$ cat config.mk
export PLATFORM = sky130hd
export DESIGN_NAME = cmpu_top
export DESIGN_NICKNAME = d
export VERILOG_FILES = /design/src/cmpu_pkg.sv /design/src/cmpu_top.sv
export SDC_FILE = /design/constraint.sdc
export NUM_CORES = 1
export LEC_CHECK = 0
export BUFFER_PORTS_ARGS = -buffer_cell sky130_fd_sc_hd__buf_2
export CORE_MARGIN = 1.5
export CORE_UTILIZATION = 45
export DETAILED_ROUTE_END_ITERATION = 16
export PLACE_DENSITY_LB_ADDON = 0.12
export RECOVER_POWER = 100
export SYNTH_ARGS = -nofsm -noshare
export SYNTH_HDL_FRONTEND = slang
export SYNTH_SLANG_ARGS = --single-unit
export TNS_END_PERCENT = 1
$ cat constraint.sdc
create_clock -name mclk_i -period 3 [get_ports mclk_i]
set_input_delay 0.3 -clock mclk_i [delete_from_list [all_inputs] [get_ports mclk_i]]
set_output_delay 0.3 -clock mclk_i [all_outputs]
set_load 0.01 [all_outputs]
$ cat src/cmpu_pkg.sv
package cmpu_pkg;
    localparam int unsigned INSTR_W   = 14;
    localparam int unsigned INSTR_MSB = 13;
    localparam int unsigned LIT_W     = 8;
    localparam int unsigned MODE_W    = 4;

    typedef logic [7:0]  cmpu_byte_t;
    typedef logic [15:0] cmpu_word_t;

    localparam cmpu_byte_t ADDR_ISTAT  = 8'h0C;
    localparam cmpu_byte_t ADDR_IMASK  = 8'h0D;
    localparam cmpu_byte_t ADDR_TMR_LO = 8'h0E;
    localparam cmpu_byte_t ADDR_TMR_HI = 8'h0F;
    localparam cmpu_byte_t ADDR_TCTRL  = 8'h10;
    localparam cmpu_byte_t ADDR_CMP_LO = 8'h15;
    localparam cmpu_byte_t ADDR_CMP_HI = 8'h16;
    localparam cmpu_byte_t ADDR_CTRL   = 8'h17;

    localparam cmpu_byte_t BYTE_ZERO = 8'h00;
    localparam cmpu_byte_t BYTE_ONES = 8'hFF;
    localparam cmpu_byte_t BYTE_ONE  = 8'h01;
    localparam cmpu_word_t WORD_ZERO = 16'h0000;
    localparam cmpu_word_t WORD_ONE  = 16'h0001;
    localparam cmpu_word_t WORD_MAX  = 16'hFFFF;

    localparam int unsigned TC_RUN_BIT = 0;
    localparam int unsigned TC_ADC_BIT = 1;
    localparam int unsigned IRQ_CMP    = 0;
    localparam int unsigned IRQ_OVF    = 1;
    localparam int unsigned IRQ_W      = 2;

    localparam logic [MODE_W-1:0] MODE_CMP_HIGH = 4'h8;
    localparam logic [MODE_W-1:0] MODE_CMP_LOW  = 4'h9;
    localparam logic [MODE_W-1:0] MODE_CMP_SOFT = 4'hA;
    localparam logic [MODE_W-1:0] MODE_CMP_SEV  = 4'hB;
    localparam logic [1:0]        MODE_CMP_TOP  = 2'h2;

    typedef struct packed {
        cmpu_byte_t addr;
        cmpu_byte_t wdata;
        logic       wr;
        logic       rd;
    } cmpu_bus_s;

    function automatic logic cmpu_is_compare(input logic [MODE_W-1:0] mode);
        return mode[MODE_W-1 -: 2] == MODE_CMP_TOP;
    endfunction : cmpu_is_compare

    function automatic logic cmpu_is_cmp_addr(input cmpu_byte_t lit);
        return (lit == ADDR_CMP_LO) || (lit == ADDR_CMP_HI) || (lit == ADDR_CTRL);
    endfunction : cmpu_is_cmp_addr
endpackage : cmpu_pkg

$ cat src/cmpu_top.sv
`timescale 1ns/100ps
// Summary of operation
// - Entering drive-low mode from a non-compare mode forces the pin low at once.
// - In drive-low mode the pin is driven low when the match occurs.
// - Entering drive-high mode from any other mode forces the pin low at once.
// - In drive-high mode the pin goes high on the match.
// - Trigger is dropped if prior literal hits a compare address and current MSB is zero.
// - The compare interrupt is raised even when the trigger is dropped.
// - The trigger clears the timer and, when enabled, starts a conversion.
// - After run then stop, writing the timer high byte bumps the low byte.
// - After run then stop, writing low byte while it holds all ones bumps the high byte.
module cmpu_top (
    input  wire logic               mclk_i,
    input  wire logic               rst_n_i,
    input  wire cmpu_pkg::cmpu_bus_s bus_i,
    output logic [7:0]              rdata_o,
    input  wire logic [13:0]        instr_i,
    input  wire logic               port_latch_i,
    output logic                    pin_o,
    output logic                    special_event_o,
    output logic                    adc_start_o,
    output logic                    irq_o
);
    import cmpu_pkg::*;

    cmpu_byte_t          cmp_lo_q;
    cmpu_byte_t          cmp_hi_q;
    cmpu_byte_t          ctrl_q;
    cmpu_byte_t          tctrl_q;
    cmpu_word_t          tmr_q;
    logic                stale_q;
    logic [IRQ_W-1:0]    istat_q;
    logic [IRQ_W-1:0]    imask_q;
    logic                pin_q;
    logic                eq_q;
    logic [INSTR_W-1:0]  instr_q;
    cmpu_byte_t          rdata_q;
    logic                sev_q;
    logic                adc_q;

    logic [MODE_W-1:0]   mode;
    logic [MODE_W-1:0]   new_mode;
    logic                wr_ctrl;
    logic                wr_tlo;
    logic                wr_thi;
    logic                wr_tctrl;
    logic                trun;
    logic                tmr_eq;
    logic                match;
    logic                lit_hit;
    logic                suppress;
    logic                special;
    logic                ovf;
    logic [IRQ_W-1:0]    irq_set;
    logic [IRQ_W-1:0]    irq_clr;

    assign mode     = ctrl_q[MODE_W-1:0];
    assign new_mode = bus_i.wdata[MODE_W-1:0];
    assign wr_ctrl  = bus_i.wr && (bus_i.addr == ADDR_CTRL);
    assign wr_tlo   = bus_i.wr && (bus_i.addr == ADDR_TMR_LO);
    assign wr_thi   = bus_i.wr && (bus_i.addr == ADDR_TMR_HI);
    assign wr_tctrl = bus_i.wr && (bus_i.addr == ADDR_TCTRL);
    assign trun     = tctrl_q[TC_RUN_BIT];

    // A stopped timer sitting on the compare value must not match every cycle, so only the
    // first cycle of equality counts.
    assign tmr_eq   = (tmr_q == {cmp_hi_q, cmp_lo_q});
    assign match    = cmpu_is_compare(mode) && tmr_eq && !eq_q;

    assign lit_hit  = cmpu_is_cmp_addr(instr_q[LIT_W-1:0]);
    assign suppress = lit_hit && !instr_i[INSTR_MSB];
    assign special  = match && (mode == MODE_CMP_SEV) && !suppress;
    assign ovf      = trun && (tmr_q == WORD_MAX);

    always_ff @(posedge mclk_i or negedge rst_n_i) begin
        if (!rst_n_i) begin
            cmp_lo_q <= BYTE_ZERO;
            cmp_hi_q <= BYTE_ZERO;
            ctrl_q   <= BYTE_ZERO;
            tctrl_q  <= BYTE_ZERO;
            imask_q  <= '0;
        end else if (bus_i.wr) begin
            case (bus_i.addr)
                ADDR_CMP_LO: cmp_lo_q <= bus_i.wdata;
                ADDR_CMP_HI: cmp_hi_q <= bus_i.wdata;
                ADDR_CTRL:   ctrl_q   <= bus_i.wdata;
                ADDR_TCTRL:  tctrl_q  <= bus_i.wdata;
                ADDR_IMASK:  imask_q  <= bus_i.wdata[IRQ_W-1:0];
                default:     ;
            endcase
        end
    end

    always_ff @(posedge mclk_i or negedge rst_n_i) begin
        if (!rst_n_i) begin
            instr_q <= '0;
            eq_q    <= 1'b0;
        end else begin
            instr_q <= instr_i;
            eq_q    <= tmr_eq;
        end
    end

    // Mode changes take effect on the same edge as the control write; a match in that cycle
    // yields to the mode change.
    always_ff @(posedge mclk_i or negedge rst_n_i) begin
        if (!rst_n_i) begin
            pin_q <= 1'b0;
        end else if (wr_ctrl && (new_mode != mode)) begin
            if (new_mode == MODE_CMP_HIGH) begin
                pin_q <= 1'b0;
            end else if ((new_mode == MODE_CMP_LOW) && (mode != MODE_CMP_HIGH)) begin
                pin_q <= 1'b0;
            end
        end else if (match && (mode == MODE_CMP_HIGH)) begin
            pin_q <= 1'b1;
        end else if (match && (mode == MODE_CMP_LOW)) begin
            pin_q <= 1'b0;
        end else if (!cmpu_is_compare(mode)) begin
            pin_q <= port_latch_i;
        end
    end

    // The byte-write side effects are kept deterministic so that tests can rely on them.
    always_ff @(posedge mclk_i or negedge rst_n_i) begin
        if (!rst_n_i) begin
            tmr_q <= WORD_ZERO;
        end else if (special) begin
            tmr_q <= WORD_ZERO;
        end else if (wr_thi) begin
            tmr_q[15:8] <= bus_i.wdata;
            if (stale_q) begin
                tmr_q[7:0] <= tmr_q[7:0] + BYTE_ONE;
            end
        end else if (wr_tlo) begin
            tmr_q[7:0] <= bus_i.wdata;
            if (stale_q && (tmr_q[7:0] == BYTE_ONES)) begin
                tmr_q[15:8] <= tmr_q[15:8] + BYTE_ONE;
            end
        end else if (trun) begin
            tmr_q <= tmr_q + WORD_ONE;
        end
    end

    always_ff @(posedge mclk_i or negedge rst_n_i) begin
        if (!rst_n_i) begin
            stale_q <= 1'b0;
        end else if (wr_tctrl) begin
            if (bus_i.wdata[TC_RUN_BIT]) begin
                stale_q <= 1'b0;
            end else if (trun) begin
                stale_q <= 1'b1;
            end
        end
    end

    always_ff @(posedge mclk_i or negedge rst_n_i) begin
        if (!rst_n_i) begin
            sev_q <= 1'b0;
            adc_q <= 1'b0;
        end else begin
            sev_q <= special;
            adc_q <= special && tctrl_q[TC_ADC_BIT];
        end
    end

    // A byte write that wraps the timer does not count as an overflow.
    assign irq_set[IRQ_CMP] = match;
    assign irq_set[IRQ_OVF] = ovf && !special && !wr_thi && !wr_tlo;
    assign irq_clr = (bus_i.wr && (bus_i.addr == ADDR_ISTAT)) ? bus_i.wdata[IRQ_W-1:0] : '0;

    // Set wins over the write-one clear.
    always_ff @(posedge mclk_i or negedge rst_n_i) begin
        if (!rst_n_i) begin
            istat_q <= '0;
        end else begin
            istat_q <= (istat_q & ~irq_clr) | irq_set;
        end
    end

    always_ff @(posedge mclk_i or negedge rst_n_i) begin
        if (!rst_n_i) begin
            rdata_q <= BYTE_ZERO;
        end else if (bus_i.rd) begin
            case (bus_i.addr)
                ADDR_CMP_LO: rdata_q <= cmp_lo_q;
                ADDR_CMP_HI: rdata_q <= cmp_hi_q;
                ADDR_CTRL:   rdata_q <= ctrl_q;
                ADDR_TCTRL:  rdata_q <= tctrl_q;
                ADDR_TMR_LO: rdata_q <= tmr_q[7:0];
                ADDR_TMR_HI: rdata_q <= tmr_q[15:8];
                ADDR_ISTAT:  rdata_q <= {6'h00, istat_q};
                ADDR_IMASK:  rdata_q <= {6'h00, imask_q};
                default:     rdata_q <= BYTE_ZERO;
            endcase
        end else begin
            rdata_q <= BYTE_ZERO;
        end
    end

    assign rdata_o         = rdata_q;
    assign pin_o           = pin_q;
    assign special_event_o = sev_q;
    assign adc_start_o     = adc_q;
    assign irq_o           = |(istat_q & imask_q);

    AST_ENTER_LOW: assert property (@(posedge mclk_i) disable iff (!rst_n_i)
        wr_ctrl && (new_mode == MODE_CMP_LOW) && !cmpu_is_compare(mode) |=> !pin_o)
        else $error("pin not forced low on entry to drive-low mode");

    AST_LOW_HOLD: assert property (@(posedge mclk_i) disable iff (!rst_n_i)
        (mode == MODE_CMP_LOW) && !pin_o && !bus_i.wr ##1 match && !bus_i.wr |=> !pin_o [*2])
        else $error("pin left low state in drive-low mode");

    AST_ENTER_HIGH: assert property (@(posedge mclk_i) disable iff (!rst_n_i)
        wr_ctrl && (new_mode == MODE_CMP_HIGH) && (mode != MODE_CMP_HIGH) |=> !pin_o)
        else $error("pin not forced low on entry to drive-high mode");

    AST_MATCH_HIGH: assert property (@(posedge mclk_i) disable iff (!rst_n_i)
        (mode == MODE_CMP_HIGH) && match && !wr_ctrl |=> pin_o)
        else $error("pin not raised on match in drive-high mode");

    AST_SUPPRESS: assert property (@(posedge mclk_i) disable iff (!rst_n_i)
        match && (mode == MODE_CMP_SEV) && cmpu_is_cmp_addr($past(instr_i[LIT_W-1:0]))
        && !instr_i[INSTR_MSB] |=> !special_event_o && (tmr_q != WORD_ZERO || !trun))
        else $error("special trigger fired although suppressed");

    AST_IRQ_STILL: assert property (@(posedge mclk_i) disable iff (!rst_n_i)
        match && suppress |=> istat_q[IRQ_CMP] && !special_event_o)
        else $error("compare interrupt missing on suppressed trigger");

    AST_SEV_RESET: assert property (@(posedge mclk_i) disable iff (!rst_n_i)
        special |=> special_event_o && (tmr_q == WORD_ZERO) && (adc_start_o == tctrl_q[TC_ADC_BIT]))
        else $error("special trigger did not clear timer");

    AST_HI_BUMP: assert property (@(posedge mclk_i) disable iff (!rst_n_i)
        wr_thi && stale_q && !special |=> tmr_q[7:0] == $past(tmr_q[7:0]) + BYTE_ONE)
        else $error("low byte not bumped on high byte write");

    AST_LO_CARRY: assert property (@(posedge mclk_i) disable iff (!rst_n_i)
        wr_tlo && stale_q && (tmr_q[7:0] == BYTE_ONES) && !special
        |=> tmr_q[15:8] == $past(tmr_q[15:8]) + BYTE_ONE)
        else $error("high byte not bumped on low byte write");

    AST_MATCH_DEF: assert property (@(posedge mclk_i) disable iff (!rst_n_i)
        cmpu_is_compare(mode) && $rose(tmr_eq) |=> istat_q[IRQ_CMP])
        else $error("equal timer and compare value gave no interrupt");

    CV_HIGH_MATCH: cover property (@(posedge mclk_i) disable iff (!rst_n_i)
        (mode == MODE_CMP_HIGH) && match ##1 pin_o);
    CV_SEV: cover property (@(posedge mclk_i) disable iff (!rst_n_i) special ##1 adc_start_o);
    CV_SUPPRESS: cover property (@(posedge mclk_i) disable iff (!rst_n_i)
        match && (mode == MODE_CMP_SEV) && suppress);
    CV_LO_CARRY: cover property (@(posedge mclk_i) disable iff (!rst_n_i)
        wr_tlo && stale_q && (tmr_q[7:0] == BYTE_ONES));
endmodule : cmpu_top

* Yosys cells after proc, flatten, opt, wreduce, memory -nomap -nowiden
Cells that the tools add are included.
** Cells by class
- $add $sub $neg :: 3
- Multipliers :: 0
- Divide/modulo/power cells :: 0
- $lt $le $gt $ge :: 0
- Equal/unequal tests :: 26
- Shift-type cells :: 0
- Mux-type cells :: 17
- Bitwise operators :: 4
- Reductions and logical operators :: 40
** Operators by type and width (number)
- $mux W16 :: 4
- $pmux W8 S8 :: 1
- $eq A8 B5 Y1 const B :: 7
- $eq A8 B4 Y1 const B :: 4
- $mux W8 :: 3
- $eq A4 B4 Y1 const B :: 5
- $logic_and A1 B1 Y1 :: 20
- $reduce_and A2 Y1 :: 9
- $add A16 B1 Y16 const B :: 1
- $add A8 B1 Y8 const B :: 2
- $eq A16 B16 Y1 :: 1
- $eq A16 B16 Y1 const B :: 1
- $eq A8 B8 Y1 const B :: 1
- $mux W1 :: 8
- $ne A4 B4 Y1 const B :: 2
- $logic_not A1 Y1 :: 6
- $and A2 B2 Y2 :: 2
- $ne A4 B1 Y1 const B :: 1
- $ne A4 B4 Y1 :: 1
- $reduce_bool A4 Y1 :: 1
- $ne A3 B1 Y1 const B :: 1
- $ne A3 B2 Y1 const B :: 1
- $eq A2 B2 Y1 const B :: 1
- $logic_or A1 B1 Y1 :: 2
- 5 further kinds :: 5
** Storage, ports and cells
- Flip-flop bits (word level) :: 73
- Latch bits :: 0
- Memory bits (writable) :: 0
- ROM bits :: 0
- Output and inout port bits :: 12
- Word-level logic and storage cells :: 105
- Memories kept :: 0

* Logic depth before layout (Yosys ltp)
- Depth in word-level cells :: 11
- Depth in mapped cells :: 9

* Worst setup path after synthesis
OpenSTA, ideal clock, no wires.
- Path kind :: register -> register
- Start :: reg tmr_q[0]
- End :: reg tmr_q[15]
- Library setup time :: 81 ps
- Data arrival time :: 2042 ps
- Path slack :: 877 ps
- Stages on the path, launching flop included :: 8
- Period minus slack after synthesis :: 2123 ps
- Path through :: dfrtp_1 > ha_1 > nand4_2 > or3_1 > a21o_1 > buf_6 > or4_4 > a31oi_2
** Between the ends
- Word-level cells in the longest chain between the ends :: 7
- Elaborated cells on any way between the ends :: 15
** Ends and longest elaborated chain
- start, declared :: line cmpu_top.sv:30 : cmpu_word_t tmr_q;
- start signal, assigned :: line cmpu_top.sv:133 : tmr_q[7:0] <= tmr_q[7:0] + BYTE_ONE;
- start signal, assigned :: line cmpu_top.sv:136 : tmr_q[7:0] <= bus_i.wdata;
- start signal, assigned :: line cmpu_top.sv:141 : tmr_q <= tmr_q + WORD_ONE;
- parallel branches: the longest is 7 deep, another holds $add A16 B1 Y16
Several ways; the timed one is not identified. The select of a mux whose other input is x is not followed.
A chain may end at the register's enable or synchronous reset.

* Worst setup path after layout
- Start :: reg tmr_q[7]
- End :: reg istat_q[1]
** Between the ends
- Word-level cells in the longest chain between the ends :: 10
- Elaborated cells on any way between the ends :: 12
** Ends and longest elaborated chain
- $eq A16 B16 Y1 :: line cmpu_top.sv:67 : assign tmr_eq = (tmr_q == {cmp_hi_q, cmp_lo_q});
- $logic_and A1 B1 Y1 (2 in series) :: line cmpu_top.sv:68 : assign match = cmpu_is_compare(mode) && tmr_eq && !eq_q;
- $logic_and A1 B1 Y1 (2 in series) :: line cmpu_top.sv:72 : assign special = match && (mode == MODE_CMP_SEV) && !suppress;
- $logic_not A1 Y1 :: line cmpu_top.sv:169 : assign irq_set[IRQ_OVF] = ovf && !special && !wr_thi && !wr_tlo;
- $logic_and A1 B1 Y1 (*) (3 in series) :: line cmpu_top.sv:169
- $or A2 B2 Y2 (*) :: line cmpu_top.sv:177 : istat_q <= (istat_q & ~irq_clr) | irq_set;
- end signal, assigned :: line cmpu_top.sv:177
- end, declared :: line cmpu_top.sv:32 : logic [IRQ_W-1:0] istat_q;
Mark *: on every way between the ends. The rest lies on a longest branch, timed or not.

==> reports/metrics.cfg <==
[clock_network]
cts_num_sinks = 73
cts-hold-fix-buffers = 0
htreeDepth = 3
postCtsSetupBuffers = 0
cts_root_buffer = clkbuf_8
clock_latency_ns = 0.36
path_clk_slew_ns = 0.09
numCtsBuffers = 9
clock_path_buffers = 2
postCtsResizedCells = 0
cts_tree = yes

[place]
dpl.cell_count = 544
dp_hpwl_mm = 7.99
port_buffers = 41
routabilityCongestion = 0.965

[setup_path]
slowest_delay_ns = 0.49
worst_r2r_path_depth = 6
crit_fanout = 19
start_kind = flip-flop
critPathTopFamily = simple AND/OR/NAND/NOR gates
worstPathArrival_ns = 2.61
slowest_stage = clkbuf_2
crit_top_cell = nor4_1
path_class = flip-flop to flip-flop
r2r-end = istat_q[1]
end_kind = flip-flop
worst-r2r-setup-slack_ns = 0.61
worst-path-buf-inv = 1
crit_chain = xor2_1 -> nor4_1 -> nand4_1 -> nor4_1 -> clkbuf_2 -> o21ai_0
r2r_start = tmr_q[7]
cp_data_required_time_ns = 3.22

[global_route]
grt_max_degree = 74
antenna_found_initial = 0
grt_pass1_wl_mm = 18.2
globalRouteOverflowTotal = 0
track_usage_pct = 24.5
grt_pass1_vias = 3174

[logic_synthesis]
syn_nets = 437
synth_top_flop_cell = dfrtp_1
yosys-top-cells-area = dfrtp_1, mux2_2, xor2_1, nand2_1, a21oi_1
async_flop_share_pct = 100
synth_cells = 400
syn_area_sq_um = 4130
synth_warnings = 0
ys_types = 61
yosys.area.top_type = dfrtp_1
ys_ff_latch = 73
yosysTopAreaCellShare_pct = 44.3
synth_edf_count = 0
ys_seq_area_share_pct = 44.3
postSynthAreaPerCell_sq_um = 10.3

[final_layout]
synthToLayoutAreaGrowth_pct = 12.6
diodes = 0
nNetsFinal = 484
stdcell_count = 560
drive_gt1_share_pct = 25.7

[timing]
fmax_mhz = 418
relSlewSlack_pct = -22.2
period_minus_slack_ns = 2.39
fin_tns_setup_ns = 0
setup_viol = 0
tightest_slew_ns = 1.83
hold_viol = 0
fin_crit_sh_pct = 79.7
rsz0062_at_grt = no
maxSlewViolCount = 74
final.setup_skew_ns = 0.0123

[detailed_routing]
dr_total_vias = 3425
drc = 4
top_layer_used = met4
dr_wl_met2_mm = 5.04
routed_via_density = 6.12
routed_wl_mm = 11.4
met1_length_mm = 5.29
post_drt_wl_per_cell_microns = 20.4
drt_pass1_iterations = 11
drt_iter0_drc = 302
antenna_left = 0
dr_wl_met3_microns = 810

[floorplanning]
fp-row-count = 34
start_util_pct = 46.9
dieArea_sq_um = 9750
die_y_microns = 98.8
core_area_sq_um = 8810
top_level_ports = 47
die_w_microns = 98.8

[outcome]
outcome = complete, but fails checks
violations = DRC, capacitance limit, slew limit

[pwr]
peakVddDrop_uv = 213
intPower_mw = 1.62
comb_power_share_pct = 12.2
power.total_mw = 2.24
p_leak_nw = 2.04
power_frac_clock_pct = 40.1
power_frac_seq_pct = 47.7
cellPowerDensity_nw_per_um2 = 483
p_sw_share_pct = 27.6
p_switching_mw = 0.619

[min_path]
hp-class = primary input to flip-flop
hold_depth = 1
min-delay-start = instr_i[1]
hold_end = instr_q[1]

[job]
drv_cap = 1

[cells in the final DEF, fill, tap and decap left out, drive strengths merged, types with 3 or more instances in the layout]
cell type  instances
o2bb2ai            3
nand2             27
or4                4
mux2              43
nor2              22
a22oi             11
nand3             13
nand3b             7
o211ai             5
o21ai             15
a21o              12
and3               5
or3                5
and2               4
nand4              5
clkbuf            27
buf               41
a21oi             19
a221oi             7
inv               12
a31oi              9
nor4              13
o2111ai            4
nand2b             3
nor3              14
xor2              20
dfrtp             73
[final cells by class]
class / count / area [sq um]
Sequential cell: 73 / 1830
Timing Repair Buffer: 59 / 310
Fill cell: 832 / 4160
Clock buffer: 9 / 124
Multi-Input combinational cell: 295 / 2120
Clock inverter: 7 / 100
Inverter: 9 / 33.8
Tap cell: 108 / 135
[registers in the layout (all words and copies together), names as in the netlist, 2 cells and up]
name / cells
tmr_q: 16
cmp_hi_q: 8
cmp_lo_q: 8
ctrl_q: 8
instr_q: 8
rdata_o: 8
tctrl_q: 8
imask_q: 2
istat_q: 2
[synthesized netlist by cell type (3+ instances only)]
| cell type | count |
|---|---|
| dfrtp_1 | 73 |
| mux2_2 | 43 |
| nand2_1 | 26 |
| nor2_1 | 22 |
| xor2_1 | 20 |
| a21oi_1 | 19 |
| o21ai_0 | 15 |
| nand3_1 | 13 |
| a22oi_1 | 11 |
| buf_2 | 11 |
| nor4_1 | 11 |
| nor3_1 | 10 |
| a21o_1 | 9 |
| inv_1 | 9 |
| a31oi_1 | 8 |
| a221oi_1 | 7 |
| clkbuf_1 | 7 |
| nand3b_1 | 7 |
| and3_1 | 4 |
| nand4_1 | 4 |
| o2111ai_1 | 4 |
| o211ai_1 | 4 |
| or3_1 | 4 |
| a21o_2 | 3 |
| and2_1 | 3 |
| nand2b_1 | 3 |
| nor3_2 | 3 |
| o2bb2ai_1 | 3 |
| or4_1 | 3 |
[stage by stage]
step                      hold WS (ns)  utilization, %  worst slack (ns)  instance area [sq um]
after floorplan                0.00441               -             0.877                   4130
after global placement           0.408            50.9             0.680                   4480
after detailed placement         0.409            50.9             0.664                   4480
after CTS                       0.0275            53.5             0.755                   4710
after global routing            0.0242            52.8             0.334                   4650
final                           0.0419            52.8             0.609                   4650
[cells by family (layout without fill, tap and decap cells)]
kind of cell	count (synthesis)	count (layout)	share of synthesized area, %
buffers and inverters	32	84	3.73
adder cells (fa/ha/maj)	2	2	0.606
multiplexers	45	45	12.2
flip-flops	73	73	44.3
XOR/XNOR	21	21	4.46
AO/OA/AOI/OAI	94	94	15.7
AND/OR/NAND/NOR	133	133	19.0
[how the worst max path moves through the flow]
stage | start | to | slack (ns) | depth (start not counted)
after floorplan | tmr_q[0] | tmr_q[15] | 0.88 | 7
after global placement | bus_i[15] | cmp_hi_q[4] | 0.68 | 5
after detailed placement | bus_i[15] | tmr_q[2] | 0.66 | 7
after CTS | tmr_q[0] | tmr_q[12] | 0.75 | 6
after global routing | tmr_q[2] | istat_q[1] | 0.33 | 6
final | tmr_q[7] | istat_q[1] | 0.61 | 6
[worst register-to-register path, stage by stage (launching register included)]
cell and delay, ns:
dfrtp_1 0.48, xor2_1 0.18, nor4_1 0.33, nand4_1 0.28
nor4_1 0.33, clkbuf_2 0.49, o21ai_0 0.17
[power by group through the flow]
stage          Sequential, mW  Combinational (mW)  Clock [mW]
3_3_place_gp             1.09               0.267           0
2_1_floorplan            1.08               0.154           0
3_5_place_dp             1.09               0.275           0
4_1_cts                  1.07               0.277       0.915
6_report                 1.07               0.274       0.900
5_1_grt                  1.07               0.301       0.967
[routing by layer]
| metal | global-route usage (%) | up-vias |
|---|---|---|
| met5 | 0 | - |
| met4 | 9.56 | 0 |
| met3 | 4.54 | 21 |
| met2 | 35.8 | 145 |
| met1 | 36.1 | 1669 |
| li1 | - | 1590 |
No activity file was read; power rests on OpenSTA's default activity.
